==> src/sadma_pkg.sv <==
// constants, field layouts and carrier types of the short-address channel
// assumes a 32-bit classic wishbone register bus and a 200 MHz system clock
package sadma_pkg;

   // register byte offsets
   localparam logic [7:0] OFS_MEM_ADDR   = 8'h00;
   localparam logic [7:0] OFS_SHORT_ADDR = 8'h04;
   localparam logic [7:0] OFS_COUNT      = 8'h08;
   localparam logic [7:0] OFS_CONTROL    = 8'h0C;
   localparam logic [7:0] OFS_STATUS     = 8'h10;

   // reset values
   localparam logic [23:0] RST_MEM_ADDR   = 24'h000000;
   localparam logic [7:0]  RST_SHORT_ADDR = 8'h00;
   localparam logic [15:0] RST_COUNT      = 16'h0000;

   // short-side upper address bits
   localparam logic [15:0] SHORT_PAGE = 16'hFFFF;

   // status field positions
   localparam int STAT_DONE_BIT = 0;
   localparam int STAT_BUSY_BIT = 1;

   // activation source codes
   localparam logic [2:0] SRC_TIMER0  = 3'h0;
   localparam logic [2:0] SRC_TIMER1  = 3'h1;
   localparam logic [2:0] SRC_TIMER2  = 3'h2;
   localparam logic [2:0] SRC_TIMER3  = 3'h3;
   localparam logic [2:0] SRC_TX_EMPTY = 3'h4;
   localparam logic [2:0] SRC_RX_FULL = 3'h5;
   localparam logic [2:0] SRC_EXTERNAL = 3'h6;

   // operating modes
   localparam logic MODE_IO   = 1'b0;
   localparam logic MODE_IDLE = 1'b1;

   // address steps
   localparam logic [23:0] STEP_BYTE = 24'h000001;
   localparam logic [23:0] STEP_WORD = 24'h000002;

   // transfer_control_reg layout, low bit is channel_run_enable
   typedef struct packed {
      logic [2:0] source_select;
      logic       mode_select;
      logic       address_step_direction;
      logic       transfer_size_select;
      logic       completion_irq_enable;
      logic       channel_run_enable;
   } control_s;

   localparam control_s RST_CONTROL = '{3'h0, 1'b0, 1'b0, 1'b0, 1'b0, 1'b0};

   // memory bus request carrier
   typedef struct packed {
      logic        req;
      logic        we;
      logic        word;
      logic [23:0] addr;
      logic [15:0] wdata;
   } mem_req_s;

   localparam mem_req_s RST_MEM_REQ = '{1'b0, 1'b0, 1'b0, 24'h0, 16'h0};

   // sequencer states
   typedef enum logic [2:0] {
      ST_WAIT  = 3'b001,
      ST_READ  = 3'b010,
      ST_WRITE = 3'b100
   } seq_e;

endpackage

==> src/sadma_channel.sv <==
// short-address dma channel with wishbone registers and a memory master
// assumes the memory answers each request with a one-cycle MEM_ACK
`timescale 1ns/1ps

module sadma_channel #(
   parameter int BUF_DEPTH = 2
) (
   input  wire logic                   CLK_SYS,
   input  wire logic                   RSTN,
   input  wire logic                   WB_CYC_I,
   input  wire logic                   WB_STB_I,
   input  wire logic                   WB_WE_I,
   input  wire logic [7:0]             WB_ADR_I,
   input  wire logic [3:0]             WB_SEL_I,
   input  wire logic [31:0]            WB_DAT_I,
   output logic      [31:0]            WB_DAT_O,
   output logic                        WB_ACK_O,
   input  wire logic [3:0]             REQ_TIMER,
   input  wire logic                   REQ_TX_EMPTY,
   input  wire logic                   REQ_RX_FULL,
   input  wire logic                   REQ_EXT,
   output sadma_pkg::mem_req_s         MEM_OUT,
   input  wire logic                   MEM_ACK,
   input  wire logic [15:0]            MEM_RDATA,
   output logic                        IRQ_REQ
);

   // whole state of the channel
   typedef struct packed {
      logic [23:0]              mem_addr;
      logic [7:0]               short_addr;
      logic [15:0]              count;
      sadma_pkg::control_s      ctrl;
      logic                     done;
      logic                     irq;
      logic                     pend;
      logic                     dir_rx;
      logic                     ext_s1;
      logic                     ext_s2;
      logic                     req_prev;
      sadma_pkg::seq_e          seq;
      sadma_pkg::mem_req_s      mem;
      logic [1:0][15:0]         buf_data;
      logic                     buf_wp;
      logic                     buf_rp;
      logic [1:0]               buf_cnt;
      logic                     wb_ack;
      logic [31:0]              wb_dat;
   } state_s;

   localparam state_s RST_STATE = '{
      sadma_pkg::RST_MEM_ADDR, sadma_pkg::RST_SHORT_ADDR,
      sadma_pkg::RST_COUNT, sadma_pkg::RST_CONTROL,
      1'b0, 1'b0, 1'b0, 1'b0, 1'b0, 1'b0, 1'b0,
      sadma_pkg::ST_WAIT, sadma_pkg::RST_MEM_REQ,
      32'h0, 1'b0, 1'b0, 2'h0, 1'b0, 32'h0};

   localparam logic [1:0] BUF_FULL = 2'(BUF_DEPTH);

   state_s s_r;
   state_s s_nxt;

   logic        wb_hit;
   logic        wb_wr;
   logic        req_now;
   logic        req_edge;
   logic        in_ready;
   logic        out_valid;
   logic        src_rx;
   logic [23:0] short_full;
   logic [23:0] step;
   logic [15:0] cnt_dec;
   logic [31:0] merged;

   // byte-lane merge of a wishbone write into an old value
   function automatic logic [31:0] lane_merge(
      input logic [31:0] old_v,
      input logic [31:0] new_v,
      input logic [3:0]  sel
   );
      logic [31:0] res;
      res = old_v;
      for (int i = 0; i < 4; i++) begin
         if (sel[i]) begin
            res[i*8 +: 8] = new_v[i*8 +: 8];
         end
      end
      return res;
   endfunction

   // next-state logic of the whole channel
   always_comb begin
      s_nxt = s_r;
      merged = 32'h0;

      // request sources, external pin through two flops
      s_nxt.ext_s1 = REQ_EXT;
      s_nxt.ext_s2 = s_r.ext_s1;
      unique case (s_r.ctrl.source_select)
         sadma_pkg::SRC_TIMER0:   req_now = REQ_TIMER[0];
         sadma_pkg::SRC_TIMER1:   req_now = REQ_TIMER[1];
         sadma_pkg::SRC_TIMER2:   req_now = REQ_TIMER[2];
         sadma_pkg::SRC_TIMER3:   req_now = REQ_TIMER[3];
         sadma_pkg::SRC_TX_EMPTY: req_now = REQ_TX_EMPTY;
         sadma_pkg::SRC_RX_FULL:  req_now = REQ_RX_FULL;
         sadma_pkg::SRC_EXTERNAL: req_now = s_r.ext_s2;
         default:                 req_now = 1'b0;
      endcase
      s_nxt.req_prev = req_now;
      req_edge = req_now & ~s_r.req_prev;

      // derived addressing
      src_rx = (s_r.ctrl.source_select == sadma_pkg::SRC_RX_FULL);
      short_full = {sadma_pkg::SHORT_PAGE, s_r.short_addr};
      step = s_r.ctrl.transfer_size_select
           ? sadma_pkg::STEP_WORD : sadma_pkg::STEP_BYTE;
      cnt_dec = s_r.count - 16'h0001;   // zero wraps to a full run

      // two-entry data buffer flags
      in_ready  = (s_r.buf_cnt != BUF_FULL);
      out_valid = (s_r.buf_cnt != 2'h0);

      // wishbone slave, answer one cycle after the strobe
      wb_hit = WB_CYC_I & WB_STB_I & ~s_r.wb_ack;
      wb_wr  = wb_hit & WB_WE_I;
      s_nxt.wb_ack = wb_hit;
      if (wb_hit) begin
         unique case (WB_ADR_I)
            sadma_pkg::OFS_MEM_ADDR:   s_nxt.wb_dat = {8'h00, s_r.mem_addr};
            sadma_pkg::OFS_SHORT_ADDR: s_nxt.wb_dat = {24'h0, s_r.short_addr};
            sadma_pkg::OFS_COUNT:      s_nxt.wb_dat = {16'h0, s_r.count};
            sadma_pkg::OFS_CONTROL:    s_nxt.wb_dat = {24'h0, s_r.ctrl};
            sadma_pkg::OFS_STATUS: begin
               s_nxt.wb_dat = 32'h0;
               s_nxt.wb_dat[sadma_pkg::STAT_DONE_BIT] = s_r.done;
               s_nxt.wb_dat[sadma_pkg::STAT_BUSY_BIT] =
                  (s_r.seq != sadma_pkg::ST_WAIT);
            end
            default:                   s_nxt.wb_dat = 32'h0;
         endcase
      end

      // software register writes, setup before enable
      if (wb_wr) begin
         unique case (WB_ADR_I)
            sadma_pkg::OFS_MEM_ADDR: begin
               merged = lane_merge({8'h00, s_r.mem_addr}, WB_DAT_I, WB_SEL_I);
               s_nxt.mem_addr = merged[23:0];
            end
            sadma_pkg::OFS_SHORT_ADDR: begin
               merged = lane_merge({24'h0, s_r.short_addr}, WB_DAT_I,
                                   WB_SEL_I);
               s_nxt.short_addr = merged[7:0];
            end
            sadma_pkg::OFS_COUNT: begin
               merged = lane_merge({16'h0, s_r.count}, WB_DAT_I, WB_SEL_I);
               s_nxt.count = merged[15:0];
            end
            sadma_pkg::OFS_CONTROL: begin
               // mode picked for this channel alone
               merged = lane_merge({24'h0, s_r.ctrl}, WB_DAT_I, WB_SEL_I);
               s_nxt.ctrl = sadma_pkg::control_s'(merged[7:0]);
            end
            sadma_pkg::OFS_STATUS: begin
               if (WB_SEL_I[0] & WB_DAT_I[sadma_pkg::STAT_DONE_BIT]) begin
                  s_nxt.done = 1'b0;            // write one to clear
               end
            end
            default: begin
            end
         endcase
      end

      // latch activation only while enabled
      if (s_r.ctrl.channel_run_enable & req_edge) begin
         s_nxt.pend = 1'b1;
      end
      if (!s_r.ctrl.channel_run_enable) begin
         s_nxt.pend = 1'b0;
      end

      // transfer sequencer
      unique case (s_r.seq)
         sadma_pkg::ST_WAIT: begin
            if (s_r.ctrl.channel_run_enable & s_r.pend & in_ready) begin
               // one unit per request in either mode
               s_nxt.pend = req_edge;
               s_nxt.dir_rx = src_rx;
               s_nxt.mem.req = 1'b1;
               s_nxt.mem.we = 1'b0;
               s_nxt.mem.word = s_r.ctrl.transfer_size_select;
               s_nxt.mem.addr = src_rx ? short_full
                                       : s_r.mem_addr;
               s_nxt.seq = sadma_pkg::ST_READ;
            end
         end
         sadma_pkg::ST_READ: begin
            if (MEM_ACK) begin
               s_nxt.mem.req = 1'b0;
               s_nxt.buf_data[s_r.buf_wp] = MEM_RDATA;
               s_nxt.buf_wp = ~s_r.buf_wp;
               s_nxt.buf_cnt = s_r.buf_cnt + 2'h1;
               s_nxt.seq = sadma_pkg::ST_WRITE;
            end
         end
         sadma_pkg::ST_WRITE: begin
            if (!s_r.mem.req & out_valid) begin
               s_nxt.mem.req = 1'b1;
               s_nxt.mem.we = 1'b1;
               s_nxt.mem.addr = s_r.dir_rx ? s_r.mem_addr
                                           : short_full;
               s_nxt.mem.wdata = s_r.buf_data[s_r.buf_rp];
            end else if (s_r.mem.req & MEM_ACK) begin
               s_nxt.mem.req = 1'b0;
               s_nxt.buf_rp = ~s_r.buf_rp;
               s_nxt.buf_cnt = s_r.buf_cnt - 2'h1;
               // count and address move in one step
               s_nxt.count = cnt_dec;
               if (s_r.ctrl.mode_select == sadma_pkg::MODE_IO) begin
                  s_nxt.mem_addr = s_r.ctrl.address_step_direction
                                 ? s_r.mem_addr - step
                                 : s_r.mem_addr + step;
               end
               // idle mode leaves mem_addr as is
               if (cnt_dec == 16'h0000) begin
                  s_nxt.ctrl.channel_run_enable = 1'b0;
                  s_nxt.pend = 1'b0;
                  s_nxt.done = 1'b1;                      // set wins over clear
               end
               s_nxt.seq = sadma_pkg::ST_WAIT;
            end
         end
         default: begin
            s_nxt.seq = sadma_pkg::ST_WAIT;
            s_nxt.mem.req = 1'b0;
         end
      endcase

      // completion request: io mode gated, idle mode always
      s_nxt.irq = s_nxt.done &
                  (s_nxt.ctrl.completion_irq_enable |
                   (s_nxt.ctrl.mode_select == sadma_pkg::MODE_IDLE));
   end

   // state register
   always_ff @(posedge CLK_SYS or negedge RSTN) begin
      if (!RSTN) begin
         s_r <= RST_STATE;
      end else begin
         s_r <= s_nxt;
      end
   end

   // outputs straight from flops
   assign WB_DAT_O = s_r.wb_dat;
   assign WB_ACK_O = s_r.wb_ack;
   assign MEM_OUT  = s_r.mem;
   assign IRQ_REQ  = s_r.irq;

endmodule

==> config.mk <==
export PLATFORM = sky130hd
export DESIGN_NAME = sadma_channel
export DESIGN_NICKNAME = d
export VERILOG_FILES = /design/src/sadma_pkg.sv /design/src/sadma_channel.sv
export SDC_FILE = /design/constraint.sdc
export NUM_CORES = 1
export LEC_CHECK = 0
export BUFFER_PORTS_ARGS = -buffer_cell sky130_fd_sc_hd__buf_4
export CORE_ASPECT_RATIO = 2
export CORE_MARGIN = 5
export CORE_UTILIZATION = 40
export CTS_BUF_LIST = sky130_fd_sc_hd__clkbuf_4 sky130_fd_sc_hd__clkbuf_8
export DETAILED_ROUTE_END_ITERATION = 6
export PLACE_DENSITY = 0.62
export SLEW_MARGIN = 10
export SYNTH_ARGS = -nofsm -noshare
export SYNTH_HDL_FRONTEND = slang
export SYNTH_SLANG_ARGS = --single-unit
==> constraint.sdc <==
create_clock -name CLK_SYS -period 3.79 [get_ports CLK_SYS]
set_clock_uncertainty 0.2 [all_clocks]
set_input_delay 0.758 -clock CLK_SYS [delete_from_list [all_inputs] [get_ports CLK_SYS]]
set_output_delay 0.758 -clock CLK_SYS [all_outputs]
set_load 0.02 [all_outputs]
==> impl_metrics.env <==
export IMPL_syn_avg_cell_area_um2=9.701
export IMPL_synth_ff_type="dfrtp_1"
export IMPL_crit_path_max_fanout=4
export IMPL_slew_headroom_pct=34.35
export IMPL_p_seq_share_pct=54.7
export IMPL_async_flop_share_pct=100.0
export IMPL_rsz0062_at_grt="false"
export IMPL_maxCapViolCount=0
export IMPL_cts_tree="yes"
export IMPL_critPathKind="reg2reg"
export IMPL_gp_congestion=0.9237
export IMPL_power_density_nw_per_um2=306.9
export IMPL_die_w_um=120.7
export IMPL_gr_total_overflow=0
export IMPL_rrSetupSlack_ps=590
export IMPL_period_share_pct=84.51
export IMPL_n_antenna_cell=0
export IMPL_switchingPower_uw=861.4
export IMPL_timing_final_crit_period_ps=3203
export IMPL_synth_cell_types=74
export IMPL_grt_pass1_wl_um=42320
export IMPL_wl_um=26860
export IMPL_tightest_slew_ps=984.8
export IMPL_total_power_uw=3387
export IMPL_ys_warn_count=0
export IMPL_min_path_type="in2async"
export IMPL_fin_area_um2=11040
export IMPL_die_h_um=231.5
export IMPL_cts_hold_repair_buffers=0
export IMPL_drive_gt1_share_pct=25.35
export IMPL_r2r_start="s_r[124]"
export IMPL_grt_usage_pct=19.66
export IMPL_area_delta_synth_final_pct=12.53
export IMPL_drt_iter0_drc=371
export IMPL_synth_edf_count=0
export IMPL_clockBufferDepth=2
export IMPL_status="complete, no violations"
export IMPL_nets=1168
export IMPL_vias=7702
export IMPL_path_clk_slew_ps=100
export IMPL_power_internal_uw=2526
export IMPL_die_area_um2=27940
export IMPL_start_util_pct=40.32
export IMPL_startpoint_type="flop"
export IMPL_numCtsBuffers=17
export IMPL_grt_pass1_vias=7899
export IMPL_cts_setup_buffers=0
export IMPL_num_rows=81
export IMPL_hold_viol=0
export IMPL_cp_end_kind="flop"
export IMPL_setup_viol=0
export IMPL_cp_required_ps=3970
export IMPL_reg2reg_to="s_r[176]"
export IMPL_io_buffers=132
export IMPL_insertion_delay_ps=480
export IMPL_synth_seq_area_share_pct=43.39
export IMPL_synthCells=1011
export IMPL_post_synth_top_count_cell="dfrtp_1"
export IMPL_drv_slew=0
export IMPL_fillCellCount=2379
export IMPL_p_clk_share_pct=38.5
export IMPL_ant_nets=0
export IMPL_cp_data_arrival_time_ps=3380
export IMPL_vdd_drop_max_v=0.0001929
export IMPL_antenna_found_initial=0
export IMPL_dr_pass1_iters=5
export IMPL_drc=0
export IMPL_routedWlPerCell_um=19.59
export IMPL_dpl_worst_slack_ps=393.7
export IMPL_max_freq_mhz=312.2
export IMPL_ff2ff_path_depth=10
export IMPL_grt_start_max_net_pins=73
export IMPL_core_um2=24320
export IMPL_p_leak_uw=0.005243
export IMPL_syn_cell_area_um2=9808
export IMPL_cts_resized=0
export IMPL_avgViaCountPerCell=5.618
export IMPL_yosysTopAreaCellShare_pct=43.12
export IMPL_timing_final_ws_setup_ps=587.2
export IMPL_tns_ps=0
export IMPL_cts_sinks=170
export IMPL_synth_top_cells_by_count="169 x dfrtp_1, 133 x nand2_1, 76 x buf_4, 76 x nor2_1, 65 x o21ai_0"
export IMPL_ys_seq_elements=170
export IMPL_dp_hpwl_um=20690
export IMPL_root_buffer="clkbuf_8"
export IMPL_netSwitchingFraction_pct=25.43
export IMPL_yosys_area_top_type="dfrtp_1"
export IMPL_htree_levels=4
export IMPL_comb_power_share_pct=6.8
export IMPL_io_pins=150
export IMPL_synthTopCellsByArea="dfrtp_1 43%, mux2_2 6.3%, buf_4 5.8%, nand2_1 5.1%, o21ai_0 3.3%"
export IMPL_place_area_um2=10640
==> worst max-delay path, cell delays in order (launching register included) <==
cell      delay (ps)
dfrtp_1          420
inv_1            110
ha_1             190
inv_1             60
fa_1             400
a21oi_1          250
o211ai_1         270
a221oi_1         470
nor4_1           150
or4_1            410
and3_1           180
==> metal layers <==
layer / vias up / track usage [%] / wire length (µm)
li1: 3651 / - / -
met1: 3789 / 19.23 / 9269
met2: 198 / 38.40 / 15370
met3: 64 / 3.346 / 912
met4: 0 / 10.14 / 1307
met5: - / 0 / 0
==> cell usage in the layout (no fill, tap or decap), types with 4 or more instances in the layout <==
cell        n
clkbuf_8   18
and3_1      5
mux2_1      5
a22oi_1    20
a21oi_1    45
nor4_1      7
mux4_2      8
nor2b_1     8
xnor2_1    11
a211o_1     5
mux2_2     55
a211oi_1    9
clkinv_4    5
buf_4     156
a31o_2      4
a311oi_1    4
nor2_1     76
a32o_1      6
o22ai_1     5
mux2i_1    30
nand3_1    20
o21a_1      6
or3_1       6
a31oi_1     6
nor3_1     29
or4_1       6
conb_1      8
o21ai_0    65
o211ai_1    4
a21o_1     11
and4_1      6
nand2b_1    8
nand2_1   133
ha_1       25
inv_1      15
dfrtp_1   169
xor2_1     10
==> worst max path at each step <==
stage | slack (ps) | startpoint | endpoint
2_1_floorplan | 740 | WB_ADR_I[5] | s_r[175]
4_1_cts | 590 | s_r[124] | s_r[176]
5_1_grt | 410 | s_r[124] | s_r[176]
6_report | 590 | s_r[124] | s_r[176]
3_5_place_dp | 390 | WB_ADR_I[5] | s_r[165]
3_3_place_gp | 410 | WB_ADR_I[5] | s_r[165]
==> state kept, by name, summed over array words and instances (netlist names) <==
register  count
WB_DAT_O     24
MEM_OUT      43
WB_ACK_O      1
IRQ_REQ       1
s_r         100
s_nxt         1
==> cell families (layout without fill, tap and decap cells) <==
family | count (synthesis) | after routing | synth area share (%)
fa+ha+maj | 26 | 26 | 3.393
simple gates | 333 | 333 | 16.28
xor+xnor | 21 | 21 | 1.875
compound gates | 220 | 220 | 14.70
buf+inv | 142 | 205 | 8.547
mux | 98 | 98 | 11.79
flops | 170 | 170 | 43.39
other cells | 1 | 8 | 0.03823
==> area by class of cell <==
class | count | area (µm²) | area share (%)
inverter | 15 | 56.30 | 0.5101
multi-input combinational | 706 | 4746 | 43.00
clock buffer | 18 | 247.7 | 2.245
timing repair buffer | 159 | 1222 | 11.08
tap | 290 | 362.8 | 3.288
clock inverter | 13 | 146.4 | 1.326
sequential | 170 | 4255 | 38.56
==> power by group through the flow <==
| stage | sequential, µW | combinational, µW | clock, µW |
|---|---|---|---|
| final | 1850 | 230 | 1310 |
| after global routing | 1850 | 254 | 1420 |
| after CTS | 1850 | 233 | 1360 |
| after detailed placement | 1890 | 233 | 0 |
| after global placement | 1890 | 230 | 0 |
| after floorplan | 1880 | 103 | 0 |
==> stage by stage <==
| stage | utilization, % | hold slack (ps) | std cells |
|---|---|---|---|
| after floorplan | - | 131.2 | 1018 |
| after global placement | 43.76 | 131.2 | 1340 |
| after detailed placement | 43.76 | 146.5 | 1340 |
| after CTS | 45.38 | 78.92 | 1371 |
| after global routing | 45.38 | 114.4 | 1371 |
| final | 45.38 | 85.66 | 1371 |
No activity file was read; power rests on OpenSTA's default activity.
